--- src/hw/umcls_pkg.sv ---
// Shared constants for the modem-control and line-status block
package umcls_pkg;
   // Register indices; the byte address is four times the index
   localparam logic [2:0] UMCLS_IDX_MODEM_CONTROL = 3'h4;
   localparam logic [2:0] UMCLS_IDX_LINE_STATUS = 3'h5;
   localparam int UMCLS_BYTE_SHIFT = 2;
   // Modem control fields
   localparam int UMCLS_MC_DTR = 0;
   localparam int UMCLS_MC_RTS = 1;
   localparam int UMCLS_MC_OUT1 = 2;
   localparam int UMCLS_MC_OUT2 = 3;
   localparam int UMCLS_MC_LOOP = 4;
   localparam int UMCLS_MC_ANYRES = 5;
   localparam int UMCLS_MC_THRACC = 6;
   localparam int UMCLS_MC_PRESC = 7;
   localparam logic [7:0] UMCLS_MC_GUARDED = 8'hE0;
   localparam logic [7:0] UMCLS_MC_RESET = 8'h00;
   // Line status fields
   localparam int UMCLS_LS_DR = 0;
   localparam int UMCLS_LS_THRE = 5;
   localparam int UMCLS_LS_TEMT = 6;
   localparam int UMCLS_LS_FERR = 7;
   localparam logic [7:0] UMCLS_LS_RESET = 8'h60;
   // Prescaler ratio and receive FIFO depth
   localparam int UMCLS_DIV_SLOW = 4;
   localparam int UMCLS_RX_DEPTH = 64;
endpackage : umcls_pkg

--- src/hw/umcls_prescale.sv ---
// Clock prescaler: one-cycle enable at divide-by-1 or divide-by-4
module umcls_prescale
   import umcls_pkg::*;
#(
   parameter int SLOW_RATIO = UMCLS_DIV_SLOW
)
(
   input wire logic clk,
   input wire logic rst,
   input wire logic slow_sel,
   output logic tick
);
   localparam int CW = $clog2(SLOW_RATIO);
   localparam logic [CW-1:0] LAST = CW'(SLOW_RATIO - 1);
   localparam logic [CW-1:0] ONE = CW'(1);
   logic [CW-1:0] count;

   if (SLOW_RATIO < 2)
   begin : g_ratio_check
      $error("SLOW_RATIO must be at least 2");
   end

   always_ff @(posedge clk)
   begin
      if (rst || !slow_sel || count == LAST)
         count <= '0;
      else
         count <= count + ONE;
   end

   always_ff @(posedge clk)
   begin
      if (rst)
         tick <= 1'b0;
      else
         tick <= !slow_sel || count == LAST;
   end
endmodule : umcls_prescale

--- src/hw/umcls_top.sv ---
// Modem-control and line-status logic of one UART channel
// Functional notes
// Resume-any bit resumes halted transmit on receive
// Store received byte unless filtered flow character
// Loopback: transmit to receive, controls to status
// Bit 3 clear floats interrupt, set drives
// Drive-select pin high forces interrupt driven
// Loopback: bit 3 feeds carrier-detect status
// Bit 2 enables ready report outside loopback
// Loopback: bit 2 feeds ring-indicator status
// Bit 1 drives request-to-send pin inverted
// Automatic flow control overrides request-to-send
// Bit 0 drives terminal-ready pin inverted
// Upper control bits writable only when enhanced
// Status bit 7: any errored byte held
// Status bit 6: transmitter fully idle
// Status bit 5: last byte moved to shifter
// Line status at 05H, resets 60H, divisor-gated
// Modem control at 04H, resets zero, gated
// Bit 7 selects prescaler divide 1 or 4
// Bit 6 enables threshold and trigger access
// Status bit 0: receive data available
// Loopback holds pins idle, ignores inputs
//
// Decided for this implementation: register access over Avalon-MM.
module umcls_top
   import umcls_pkg::*;
#(
   parameter int RX_DEPTH = UMCLS_RX_DEPTH
)
(
   input wire logic CLK,
   input wire logic RST,
   input wire logic [4:0] AVS_ADDRESS,
   input wire logic AVS_READ,
   input wire logic AVS_WRITE,
   input wire logic [31:0] AVS_WRITEDATA,
   input wire logic [3:0] AVS_BYTEENABLE,
   output logic [31:0] AVS_READDATA,
   output logic AVS_WAITREQUEST,
   input wire logic DIVISOR_ACCESS,
   input wire logic ENHANCED_ENABLE,
   input wire logic AUX_STATUS_BIT0,
   input wire logic AUTO_RTS_ENABLE,
   input wire logic AUTO_RTS_N,
   input wire logic RX_SW_FLOW_ENABLE,
   input wire logic RX_CHAR_VALID,
   input wire logic RX_CHAR_IS_FLOW,
   input wire logic RX_PUSH,
   input wire logic RX_PUSH_ERR,
   input wire logic RX_POP,
   input wire logic RX_POP_ERR,
   input wire logic TX_HOLD_LOAD,
   input wire logic TX_HOLD_TO_SHIFT,
   input wire logic TX_HOLD_LAST,
   input wire logic TX_SHIFT_DONE,
   input wire logic TX_SERIAL_IN,
   input wire logic RX_PIN,
   input wire logic CTS_N_PIN,
   input wire logic DSR_N_PIN,
   input wire logic RI_N_PIN,
   input wire logic CD_N_PIN,
   input wire logic INT_REQUEST,
   input wire logic IRQ_DRIVE_SELECT_PIN,
   output logic TX_PIN,
   output logic RX_TO_RECEIVER,
   output logic [3:0] MODEM_STATUS_HIGH,
   output logic IRQ_OUT,
   output logic IRQ_OE,
   output logic RTS_N_PIN,
   output logic DTR_N_PIN,
   output logic TX_RESUME,
   output logic RX_STORE,
   output logic FIFO_READY_READ_EN,
   output logic THRESHOLD_ACCESS_EN,
   output logic PRESCALE_TICK
);
   localparam int CW = $clog2(RX_DEPTH + 1);
   localparam logic [CW-1:0] CNT_ONE = CW'(1);
   localparam logic [CW-1:0] CNT_FULL = CW'(RX_DEPTH);
   localparam logic [1:0] LANE_OFF = 2'h0;

   logic [7:0] modem_control;
   logic rx_ready;
   logic hold_empty;
   logic tx_idle;
   logic fifo_error;
   logic shift_busy;
   logic [CW-1:0] rx_count;
   logic [CW-1:0] err_count;
   logic [CW-1:0] next_rx_count;
   logic [CW-1:0] next_err_count;
   logic next_hold_empty;
   logic next_shift_busy;
   logic [2:0] index;
   logic req;
   logic take;
   logic hit_mc;
   logic hit_ls;
   logic loop;
   logic tick;

   if (RX_DEPTH < 1)
   begin : g_depth_check
      $error("RX_DEPTH must be at least 1");
   end

   assign index = AVS_ADDRESS[4:UMCLS_BYTE_SHIFT];
   assign req = AVS_READ || AVS_WRITE;
   // Access completes on the edge where waitrequest is low
   assign take = req && !AVS_WAITREQUEST;
   assign hit_mc = !DIVISOR_ACCESS && index == UMCLS_IDX_MODEM_CONTROL
      && AVS_ADDRESS[1:0] == LANE_OFF;
   assign hit_ls = !DIVISOR_ACCESS && index == UMCLS_IDX_LINE_STATUS
      && AVS_ADDRESS[1:0] == LANE_OFF;
   assign loop = modem_control[UMCLS_MC_LOOP];

   // One wait state per access keeps read data registered
   always_ff @(posedge CLK)
   begin
      if (RST)
         AVS_WAITREQUEST <= 1'b1;
      else if (req && AVS_WAITREQUEST)
         AVS_WAITREQUEST <= 1'b0;
      else
         AVS_WAITREQUEST <= 1'b1;
   end

   always_ff @(posedge CLK)
   begin
      if (RST)
         AVS_READDATA <= '0;
      else if (AVS_READ && AVS_WAITREQUEST)
      begin
         if (hit_mc)
            AVS_READDATA <= {24'h000000, modem_control};
         else if (hit_ls)
            AVS_READDATA <= {24'h000000, fifo_error, tx_idle, hold_empty,
               4'h0, rx_ready};
         else
            AVS_READDATA <= '0;
      end
   end

   always_ff @(posedge CLK)
   begin
      if (RST)
         modem_control <= UMCLS_MC_RESET;
      else if (take && AVS_WRITE && hit_mc && AVS_BYTEENABLE[0])
      begin
         if (ENHANCED_ENABLE)
            modem_control <= AVS_WRITEDATA[7:0];
         else
            modem_control <= (modem_control & UMCLS_MC_GUARDED)
               | (AVS_WRITEDATA[7:0] & ~UMCLS_MC_GUARDED);
      end
   end

   // Receive FIFO occupancy and errored-byte count
   always_comb
   begin
      next_rx_count = rx_count;
      next_err_count = err_count;
      if (RX_PUSH && !RX_POP && rx_count != CNT_FULL)
         next_rx_count = rx_count + CNT_ONE;
      else if (RX_POP && !RX_PUSH && rx_count != '0)
         next_rx_count = rx_count - CNT_ONE;
      if (RX_PUSH && RX_PUSH_ERR && !(RX_POP && RX_POP_ERR)
         && err_count != CNT_FULL)
         next_err_count = err_count + CNT_ONE;
      else if (RX_POP && RX_POP_ERR && !(RX_PUSH && RX_PUSH_ERR)
         && err_count != '0)
         next_err_count = err_count - CNT_ONE;
   end

   always_ff @(posedge CLK)
   begin
      if (RST)
      begin
         rx_count <= '0;
         err_count <= '0;
         rx_ready <= UMCLS_LS_RESET[UMCLS_LS_DR];
         fifo_error <= UMCLS_LS_RESET[UMCLS_LS_FERR];
      end
      else
      begin
         rx_count <= next_rx_count;
         err_count <= next_err_count;
         rx_ready <= next_rx_count != '0;
         fifo_error <= next_err_count != '0;
      end
   end

   // Transmit side: a move into the shifter wins over a new load
   always_comb
   begin
      next_hold_empty = hold_empty;
      next_shift_busy = shift_busy;
      if (TX_HOLD_TO_SHIFT && TX_HOLD_LAST)
         next_hold_empty = 1'b1;
      else if (TX_HOLD_LOAD)
         next_hold_empty = 1'b0;
      if (TX_HOLD_TO_SHIFT)
         next_shift_busy = 1'b1;
      else if (TX_SHIFT_DONE)
         next_shift_busy = 1'b0;
   end

   always_ff @(posedge CLK)
   begin
      if (RST)
      begin
         hold_empty <= UMCLS_LS_RESET[UMCLS_LS_THRE];
         tx_idle <= UMCLS_LS_RESET[UMCLS_LS_TEMT];
         shift_busy <= 1'b0;
      end
      else
      begin
         hold_empty <= next_hold_empty;
         shift_busy <= next_shift_busy;
         tx_idle <= next_hold_empty && !next_shift_busy;
      end
   end

   // Receive events and flow resume
   always_ff @(posedge CLK)
   begin
      if (RST)
      begin
         TX_RESUME <= 1'b0;
         RX_STORE <= 1'b0;
      end
      else
      begin
         TX_RESUME <= RX_CHAR_VALID && modem_control[UMCLS_MC_ANYRES];
         RX_STORE <= RX_CHAR_VALID
            && !(RX_CHAR_IS_FLOW && RX_SW_FLOW_ENABLE);
      end
   end

   // Serial and modem routing
   always_ff @(posedge CLK)
   begin
      if (RST)
      begin
         TX_PIN <= 1'b1;
         RX_TO_RECEIVER <= 1'b1;
         MODEM_STATUS_HIGH <= 4'h0;
         RTS_N_PIN <= 1'b1;
         DTR_N_PIN <= 1'b1;
      end
      else if (loop)
      begin
         TX_PIN <= 1'b1;
         RX_TO_RECEIVER <= TX_SERIAL_IN;
         MODEM_STATUS_HIGH <= {modem_control[UMCLS_MC_OUT2],
            modem_control[UMCLS_MC_OUT1],
            modem_control[UMCLS_MC_DTR],
            modem_control[UMCLS_MC_RTS]};
         RTS_N_PIN <= 1'b1;
         DTR_N_PIN <= 1'b1;
      end
      else
      begin
         TX_PIN <= TX_SERIAL_IN;
         RX_TO_RECEIVER <= RX_PIN;
         MODEM_STATUS_HIGH <= ~{CD_N_PIN, RI_N_PIN, DSR_N_PIN, CTS_N_PIN};
         if (AUTO_RTS_ENABLE)
            RTS_N_PIN <= AUTO_RTS_N;
         else
            RTS_N_PIN <= !modem_control[UMCLS_MC_RTS];
         DTR_N_PIN <= !modem_control[UMCLS_MC_DTR];
      end
   end

   // Interrupt pin drive and access enables
   always_ff @(posedge CLK)
   begin
      if (RST)
      begin
         IRQ_OUT <= 1'b0;
         IRQ_OE <= 1'b0;
         FIFO_READY_READ_EN <= 1'b0;
         THRESHOLD_ACCESS_EN <= 1'b0;
         PRESCALE_TICK <= 1'b0;
      end
      else
      begin
         IRQ_OUT <= INT_REQUEST;
         IRQ_OE <= IRQ_DRIVE_SELECT_PIN
            || modem_control[UMCLS_MC_OUT2];
         FIFO_READY_READ_EN <= modem_control[UMCLS_MC_OUT1] && !loop
            && !AUX_STATUS_BIT0;
         THRESHOLD_ACCESS_EN <= modem_control[UMCLS_MC_THRACC];
         PRESCALE_TICK <= tick;
      end
   end

   // Divider kept apart so its ratio can be changed alone
   umcls_prescale #(
      .SLOW_RATIO(UMCLS_DIV_SLOW)
   ) u_prescale (
      .clk(CLK),
      .rst(RST),
      .slow_sel(modem_control[UMCLS_MC_PRESC]),
      .tick(tick)
   );
endmodule : umcls_top

--- config.mk ---
export PLATFORM = sky130hd
export DESIGN_NAME = umcls_top
export DESIGN_NICKNAME = d
export VERILOG_FILES = /design/src/hw/umcls_pkg.sv /design/src/hw/umcls_prescale.sv /design/src/hw/umcls_top.sv
export SDC_FILE = /design/constraint.sdc
export NUM_CORES = 1
export LEC_CHECK = 0
export BUFFER_PORTS_ARGS = -buffer_cell sky130_fd_sc_hd__buf_2
export CAP_MARGIN = 40
export CORE_AREA = 5 5 99 74
export CTS_BUF_LIST = sky130_fd_sc_hd__clkbuf_4 sky130_fd_sc_hd__clkbuf_8
export DETAILED_ROUTE_END_ITERATION = 8
export DIE_AREA = 0 0 104 79
export PLACE_DENSITY = 0.76
export SETUP_SLACK_MARGIN = 0.05
export SLEW_MARGIN = 15
export SYNTH_ARGS = -nofsm -noshare
export SYNTH_HDL_FRONTEND = slang
export SYNTH_HIERARCHICAL = 1
export SYNTH_SLANG_ARGS = --single-unit
--- constraint.sdc ---
create_clock -name CLK -period 2.1 [get_ports CLK]
set_clock_uncertainty 0.2 [all_clocks]
set_input_delay 0.105 -clock CLK [delete_from_list [all_inputs] [get_ports CLK]]
set_output_delay 0.105 -clock CLK [all_outputs]
set_load 0.05 [all_outputs]
-- Yosys cells after proc, flatten, opt, wreduce, memory -nomap -nowiden
Index checks and enable logic that the tools add are counted.
W data, S select, Z words.
- add/sub/neg operators: 5
- $mul: 0
- divide/modulo/power cells: 0
- $lt $le $gt $ge: 0
- equality and inequality tests: 5
- shifts and indexed selects: 0
- multiplexer cells: 15
- bitwise operators: 2
- reductions and logical operators: 51
- operator list (cell ; count):
    $mux W7 ; 4
    $reduce_bool A7 Y1 ; 4
    $logic_and A1 B1 Y1 ; 27
    $mux W8 ; 3
    $add A7 B1 Y7 const B ; 2
    $ne A7 B7 Y1 const B ; 2
    $sub A7 B1 Y7 const B ; 2
    $logic_not A1 Y1 ; 13
    $or A8 B5 Y8 ; 1
    $mux W1 ; 7
    $eq A3 B3 Y1 const B ; 2
    $logic_or A1 B1 Y1 ; 5
    $mux W4 ; 1
    $not A4 Y4 ; 1
    $add A2 B1 Y2 const B ; 1
    $eq A2 B2 Y1 const B ; 1
    $logic_not A2 Y1 ; 1
    $reduce_or A2 Y1 ; 1
- bits in registers: 78
- bits in latches: 0
- memory bits (writable): 0
- ROM bits: 0
- bits of input ports: 69
- logic and storage cells: 102
- memories kept: 0

-- Depth between registers and ports, before layout
Gate-level depths: netlist of run 1.
- depth in word-level cells: 7
- depth in mapped cells: 8
- mapped depth without buffers: 8

-- Cells and area by module
Netlist of run 1, hierarchy kept.
- modules (own cells, without submodules) (module ; times used ; cells an instance ; area an instance (um^2)):
    umcls_top ; 1 ; 294 ; 2547.4
    umcls_prescale ; 1 ; 8 ; 108.9

-- Worst setup path before layout of run 1
OpenSTA, ideal clock, no wires.
- path type: register -> register
- from: register err_count[0]
- to: register fifo_error
- setup time: 0.138 ns
- arrival: 1.860 ns
- required time: 1.762 ns
- slack: -0.099 ns
- cell stages (with the launch flop): 9
- buffers on the path: 0
- clock period less this slack: 2.199 ns
- cell sequence: dfxtp_1 > inv_1 > ha_1 > nor4b_1 > or3_1 > o32ai_1 > xor2_1 > a311oi_1 > a41oi_1
- word-level cells in the longest chain between the ends: 5
- elaborated cells on any way between the ends: 9
- RTL lines (element ; line ; source):
    start: declaration ; umcls_top.sv:90 ; logic [CW-1:0] err_count;
    start signal: assignment ; umcls_top.sv:188 ; err_count <= next_err_count;
    parallel branches: the longest is 3 deep, another holds $sub A7 B1 Y7 ; -- ;
    $mux W7 * ; umcls_top.sv:168 ; if (RX_PUSH && RX_PUSH_ERR && !(RX_POP && RX_POP_ERR)
    $reduce_bool A7 Y1 * ; umcls_top.sv:190 ; fifo_error <= next_err_count != '0;
    end signal: assignment ; umcls_top.sv:183 ; fifo_error <= UMCLS_LS_RESET[UMCLS_LS_FERR];
    end: declaration ; umcls_top.sv:87 ; logic fifo_error;
Mark *: on every way between the ends.
A chain may end at the register's enable or synchronous reset.

-- Final worst setup path of run 1
- from: register rx_count[1]
- to: register rx_ready
- word-level cells in the longest chain between the ends: 5
- elaborated cells on any way between the ends: 9
- RTL lines (element ; line ; source):
    start: declaration ; umcls_top.sv:89 ; logic [CW-1:0] rx_count;
    start signal: assignment ; umcls_top.sv:187 ; rx_count <= next_rx_count;
    parallel branches: the longest is 3 deep, another holds $sub A7 B1 Y7 ; -- ;
    $mux W7 * ; umcls_top.sv:164 ; if (RX_PUSH && !RX_POP && rx_count != CNT_FULL)
    $reduce_bool A7 Y1 * ; umcls_top.sv:189 ; rx_ready <= next_rx_count != '0;
    end signal: assignment ; umcls_top.sv:182 ; rx_ready <= UMCLS_LS_RESET[UMCLS_LS_DR];
    end: declaration ; umcls_top.sv:84 ; logic rx_ready;
Marks and branches as above.

==> results.json, run 1 <==
{
  "synth-simple-area-share_pct": 24.9,
  "setup_viol": 2,
  "timing.final.ws_setup_ps": -121,
  "yosys_most_used_dff": "dfxtp_1",
  "period_minus_slack_ps": 2220,
  "drive_above_1_share_pct": 33.9,
  "relSlewSlack_pct": 66.2,
  "cts_tree": "built",
  "status": "finished with violations",
  "timing.rr.start": "rx_count[1]$_SDFF_PP0_",
  "grt_most_used_layer": "met2",
  "hold_viol_final": 1,
  "vias_per_cell": 5.11,
  "hold_class": "input pin to flip-flop",
  "insertion_delay_ps": 320,
  "clk_pin_slew_ps": 110,
  "reg2reg_to": "rx_ready$_SDFF_PP0_",
  "synth-edff-count": 0,
  "drt_wl_total_microns": 7220,
  "vdd_drop_max_v": 0.000411,
  "cp_slowest_stage_delay_ps": 410,
  "yosysTopAreaCell": "dfxtp_1",
  "final-instance-count-excl-fill": 506,
  "rsz0062_at_grt": "true",
  "crit_end": "rx_ready$_SDFF_PP0_",
  "portBuffers": 65,
  "drt_iter0_markers": 131,
  "fp.dieH_microns": 79,
  "wire_per_inst_microns": 14.3,
  "endpoint_kind": "flip-flop",
  "syn-mean-instance-area_sq_um": 8.80,
  "synth_top_family_by_area": "simple AND/OR/NAND/NOR gates",
  "met1_usage_pct": 21.0,
  "synth.area.top_cells": "dfxtp_1, buf_4, nor2_1, a21oi_1, ha_1",
  "maxCapViolCount": 0,
  "overflow": 0,
  "p_total_mw": 3.69,
  "power_leakage_nw": 1.63,
  "initial_core_util_pct": 41.6,
  "grt_usage_pct": 16.6,
  "max-clock-path-buffers": 2,
  "synth_common_cells": "dfxtp_1, nor2_1, buf_4, nand2_1, a21oi_1",
  "antenna_found_initial": 0,
  "firstDrtPassIters": 4,
  "die_area_sq_um": 8220,
  "grtUsageMet2_pct": 28.6,
  "syn_to_final_growth_pct": 39.9,
  "place_inst": 458,
  "synthAdderAreaFrac_pct": 3.30,
  "ys_ff_latch": 54,
  "antenna_cells": 0,
  "reg2reg_depth": 8,
  "ant_nets": 0,
  "vias": 2584,
  "ys_warn_count": 6,
  "die_w_microns": 104,
  "cp-startpoint": "rx_count[1]$_SDFF_PP0_",
  "cts_made_buffers": 5,
  "synth_cells": 302,
  "cts_htree_levels": 2,
  "slowest_stage": "or3b_4",
  "drc": 0,
  "grt_pass1_vias": 2430,
  "synth_compound_area_share_pct": 13.7,
  "reg2reg_setup_slack_ps": -120,
  "hpwl_microns": 4740,
  "seq_area_frac_synth_pct": 40.7,
  "p_per_area_nw_per_um2": 992,
  "worstSetupStartpointType": "flip-flop",
  "syn_area_sq_um": 2660,
  "synth_top_cell_area_share_pct": 40.7,
  "async_reset_ff_share_pct": 0,
  "synth.distinct_cells": 58,
  "io-pin-count": 117,
  "coreArea_sq_um": 6380,
  "grt_max_degree": 26,
  "final_nets": 500,
  "period_share_pct": 106,
  "synth.most_common_cell": "dfxtp_1",
  "worstMarginPinSlew_ps": 504,
  "path_cells": "inv_2 -> ha_4 -> or3b_4 -> o21bai_2 -> a2bb2oi_2 -> xnor2_2 -> nor4_2 -> a31oi_1",
  "crit_arrival_ps": 2220,
  "required_ps": 2100,
  "grt_first_pass_wirelength_microns": 11500,
  "slew_viol_final": 0,
  "cts_num_sinks": 54,
  "violations": "hold timing, setup timing",
  "gp_congestion": 0.888,
  "num_rows": 25,
  "fmax_mhz": 450,
  "yosys-mux-area-fraction_pct": 4.38,
  "synth-xor-area-share_pct": 2.64,
  "grt_util_met3_pct": 3.82,
  "whs_ps": -2.05,
  "worst-path-max-fanout": 3,
  "critPathKind": "flip-flop to flip-flop",
  "hold_depth": 4,
  "clockRootBuffer": "clkbuf_8"
}
==> worst max-delay path: cells and delay by family (launching register included) <==
kind	cells	cell delay [ps]
xor+xnor	1	110
fa+ha+maj	1	150
simple gates	2	760
flops	1	330
buf+inv	1	70
compound gates	3	500
==> sequential cells by signal, indices dropped and copies added, names as in the netlist, 2 cells and up <==
name               cells
MODEM_STATUS_HIGH      4
err_count              7
u_prescale/count       2
rx_count               7
AVS_READDATA           8
modem_control          8
==> layer usage <==
layer / up-vias / share of wire, %
li1: 1263 / -
met1: 1221 / 41
met2: 84 / 50
met3: 16 / 6.0
met4: 0 / 2.4
met5: - / 0
==> area by class of cell <==
class	instances	area (sq um)
Fill cell	545	2670
Multi-Input combinational cell	226	1510
Sequential cell	54	1090
Timing Repair Buffer	128	890
Tap cell	81	101
Clock buffer	5	68.8
Inverter	9	37.5
Clock inverter	3	23.8
==> where the power goes <==
| group | switching [mW] | internal (mW) |
|---|---|---|
| Sequential | 0.112 | 1.15 |
| Clock | 0.369 | 0.239 |
| Combinational | 0.925 | 0.891 |
==> stage by stage <==
| stage | cell area (sq um) | utilization, % | setup slack, ps | hold WS (ps) | TNS [ps] |
|---|---|---|---|---|---|
| final | 3720 | 58.2 | -121 | -2.05 | -132 |
| after global routing | 3720 | 58.2 | -195 | 51.6 | -337 |
| after CTS | 3610 | 56.5 | -130 | 4.74 | -130 |
| after detailed placement | 3140 | 49.3 | -186 | 77.2 | -261 |
| after global placement | 3140 | 49.3 | -154 | 73.3 | -231 |
| after floorplan | 2780 | - | 9.00 | -25.9 | 0 |
==> layout by cell type (no fill, tap or decap), drive strengths merged, types with 2 or more instances in the layout <==
cell / count
ha: 7
mux2i: 6
dlygate4sd3: 31
dfxtp: 54
xnor2: 5
a2bb2oi: 2
a41oi: 2
o22ai: 3
conb: 24
clkbuf: 6
nand3: 13
nor4: 3
o211ai: 4
xor2: 3
nand4: 6
nor3: 6
o21ai: 5
mux2: 5
a211oi: 2
nor2: 35
a31oi: 3
clkinvlp: 3
inv: 9
and2: 10
a32oi: 2
a22oi: 4
a221o: 2
nor4b: 4
a21oi: 19
and3: 3
nand3b: 2
nor2b: 5
or3: 4
or2: 2
buf: 96
nand2: 22
==> cell families after synthesis <==
group                      after synthesis
and+or+nand+nor                        122
muxes                                   11
buffers and inverters                   45
AOI/OAI and AO/OA                       54
xor gates and xnor gates                 8
other                                    1
adders and majority gates                7
DFF                                     54
==> worst min-delay path by stage <==
stage	from	endpoint	slack, ps
2_1_floorplan	RST	u_prescale/tick$_SDFF_PP0_	-30
3_3_place_gp	AUX_STATUS_BIT0	FIFO_READY_READ_EN$_SDFF_PP0_	70
3_5_place_dp	AUX_STATUS_BIT0	FIFO_READY_READ_EN$_SDFF_PP0_	80
4_1_cts	AVS_ADDRESS[3]	AVS_READDATA[7]$_SDFFE_PP0P_	5
5_1_grt	AVS_ADDRESS[3]	AVS_READDATA[7]$_SDFFE_PP0P_	50
6_report	TX_SHIFT_DONE	tx_idle$_SDFF_PP1_	-2
==> what timing repair did <==
item / CTS / global route
buffers inserted: 0 / 9
resized for setup: 5 / 14
setup endpoints to repair: 5 / 11
pin swaps: 3 / 9
hold buffers: 34 / 0
hold endpoints to repair: 34 / 0
No activity file was read; power rests on OpenSTA's default activity.
==> inputs of run 2 (changes only) <==
CORE_AREA = 5 5 100 74   (was 5 5 99 74)
DIE_AREA = 0 0 105 79   (was 0 0 104 79)
PLACE_DENSITY = 0.78   (was 0.76)
SYNTH_HIERARCHICAL = unset   (was 1)
==> results.json, run 2 <==
{
  "portBuffers": 65,
  "p_comb_share_pct": 53.1,
  "p_per_area_nw_per_um2": 978,
  "synth-edff-count": 0,
  "cts_made_buffers": 5,
  "pwr-share-seq_pct": 31.1,
  "grt_usage_pct": 20.1,
  "antenna_found_initial": 1,
  "setup_viol": 3,
  "io-pin-count": 117,
  "layout_commonest_cell": "buf_2",
  "hold_viol_final": 0,
  "die_w_microns": 105,
  "vias_per_cell": 5.38,
  "syn_area_sq_um": 2780,
  "relSlewSlack_pct": 61.1,
  "vias": 2901,
  "status": "finished with violations",
  "synth_top_cell_area_share_pct": 38.9,
  "rsz0062_at_grt": "true",
  "maxCapViolCount": 0,
  "drt_iter0_markers": 266,
  "worst-path-max-fanout": 3,
  "hpwl_microns": 5360,
  "dp_slack_ps": -166,
  "overflow": 0,
  "p_clk_share_pct": 15.9,
  "initial_core_util_pct": 43.1,
  "wire_per_inst_microns": 16.6,
  "cts_tree": "built",
  "clk_pin_slew_ps": 110,
  "async_reset_ff_share_pct": 0,
  "grt_pass1_vias": 2887,
  "gp_congestion": 0.850,
  "timing.final.ws_setup_ps": -172,
  "max-clock-path-buffers": 2,
  "endpoint_kind": "flip-flop",
  "coreArea_sq_um": 6440,
  "grt_max_degree": 34,
  "power_leakage_nw": 1.77,
  "fmax_mhz": 440,
  "path_delay_family": "simple AND/OR/NAND/NOR gates",
  "insertion_delay_ps": 320,
  "place_area_sq_um": 3320,
  "cts_num_sinks": 54,
  "cp_num_buf_inv": 0,
  "num_rows": 25,
  "slew_viol_final": 0,
  "vdd_drop_max_v": 0.000374,
  "yosysTopAreaCell": "dfxtp_1",
  "power_switching_mw": 1.51,
  "p_total_mw": 3.90,
  "ys_ff_latch": 54,
  "critPathKind": "flip-flop to flip-flop",
  "period_share_pct": 108,
  "ys_warn_count": 0,
  "yosys_most_used_dff": "dfxtp_1",
  "top_regs": "AVS_READDATA x8, modem_control x8",
  "cts_htree_levels": 2,
  "intPower_mw": 2.39,
  "required_ps": 2150,
  "grt_first_pass_wirelength_microns": 13500,
  "slowest_stage": "or4b_4",
  "synth.most_common_cell": "dfxtp_1",
  "final-instance-count-excl-fill": 539,
  "worstMarginPinSlew_ps": 582,
  "nFillCells": 503,
  "syn_to_final_growth_pct": 43.6,
  "seq_area_frac_synth_pct": 38.9,
  "hold_class": "input pin to flip-flop",
  "p_sw_share_pct": 38.7,
  "ant_nets": 0,
  "synth.distinct_cells": 60,
  "cp_slowest_stage_delay_ps": 500,
  "drc": 0,
  "place_inst": 494,
  "synth.area.top_cells": "dfxtp_1, buf_4, nor2_1, a21oi_1, mux2i_1",
  "fp.dieH_microns": 79,
  "violations": "setup timing",
  "worstSetupStartpointType": "flip-flop",
  "firstDrtPassIters": 5,
  "drive_above_1_share_pct": 34.6,
  "final_area_sq_um": 3990,
  "final_nets": 532,
  "drt_wl_total_microns": 8930,
  "synth_common_cells": "dfxtp_1, nor2_1, nand2_1, buf_4, a21oi_1",
  "final_cell_mix": "buf_2, dfxtp_1, nor2_1, buf_4, dlygate4sd3_1",
  "period_minus_slack_ps": 2270,
  "whs_ps": 81.5,
  "path_cells": "nor4_4 -> or4b_4 -> or3_4 -> a31oi_4 -> and4b_1 -> a31oi_1",
  "clockRootBuffer": "clkbuf_8",
  "die_area_sq_um": 8300,
  "syn-mean-instance-area_sq_um": 8.45,
  "synth_cells": 329,
  "crit_arrival_ps": 2320
}
-- run 2: changes by cell type in the layout (fill, tap and decap cells not counted), sizes merged, moves of 4 or more --
cell	previous run	this run
a22oi	4	0
buf	96	105
inv	9	13
mux2	5	0
mux2i	6	10
nand2	22	26
nand3	13	17
nor2	35	40
-- run 2: power groups by stage --
| stage | combinational, mW | clock (mW) | sequential (mW) |
|---|---|---|---|
| floorplan | 0.980 | 0 | 1.28 |
| global placement | 1.50 | 0 | 1.22 |
| detailed placement | 1.55 | 0 | 1.23 |
| CTS | 1.75 | 0.626 | 1.21 |
| global route | 2.21 | 0.681 | 1.22 |
| finish | 2.07 | 0.619 | 1.21 |
-- run 2: final cells by class --
type	count	area [sq um]	share of cell area (%)
inverters	12	45.0	1.13
well taps	81	101	2.54
flip-flops and latches	54	1090	27.3
repair buffers	137	968	24.3
clock buffers	5	68.8	1.72
diodes	1	2.50	0.0627
multi-input cells	246	1690	42.3
clock inverters	3	23.8	0.596
-- run 2: repair_timing --
item	in CTS	in global routing
endpoints found under the hold margin	25	0
pin swaps	6	10
buffers inserted	2	5
hold buffers	32	0
gates resized for setup	18	35
endpoints found under the setup margin	7	14
-- run 2: path summary, 6_finish.rpt --
kind / cells past startpoint / startpoint / slack, ps / end
max: 6 / err_count[2]$_SDFF_PP0_ / -170 / fifo_error$_SDFF_PP0_
min: 5 / AVS_ADDRESS[4] / 80 / AVS_READDATA[6]$_SDFFE_PP0P_
max reg2reg: 6 / err_count[2]$_SDFF_PP0_ / -170 / fifo_error$_SDFF_PP0_
min reg2reg: 1 / u_prescale.count[0]$_SDFF_PP0_ / 240 / u_prescale.count[0]$_SDFF_PP0_
-- run 2: per-stage QoR --
stage / setup TNS, ps / util [%]
floorplan: -154 / -
global placement: -190 / 51.5
detailed placement: -302 / 51.5
CTS: -165 / 59.2
global route: -485 / 61.9
finish: -212 / 61.9
-- run 2: cell families after synthesis --
group                    synth area share [%]
AND/OR/NAND/NOR                          25.1
adder cells (fa/ha/maj)                  3.15
XOR/XNOR                                 2.52
flip-flops                               38.9
AO/OA/AOI/OAI                            15.8
multiplexers                             3.60
buffers and inverters                    10.9
other                                   0.135
-- run 2: routing by layer --
layer	GRT usage [%]	up-vias	wire length, microns
li1	-	1361	-
met2	33.7	135	4340
met5	0	-	0
met4	13.4	0	532
met3	4.63	47	598
met1	22.9	1358	3460
-- run 2: tightest hold or removal path, cell delays in order --
cell and delay [ps]:
buf_2 110, nand3_1 130, nor2_1 60, a21oi_1 120, nor2_1 40
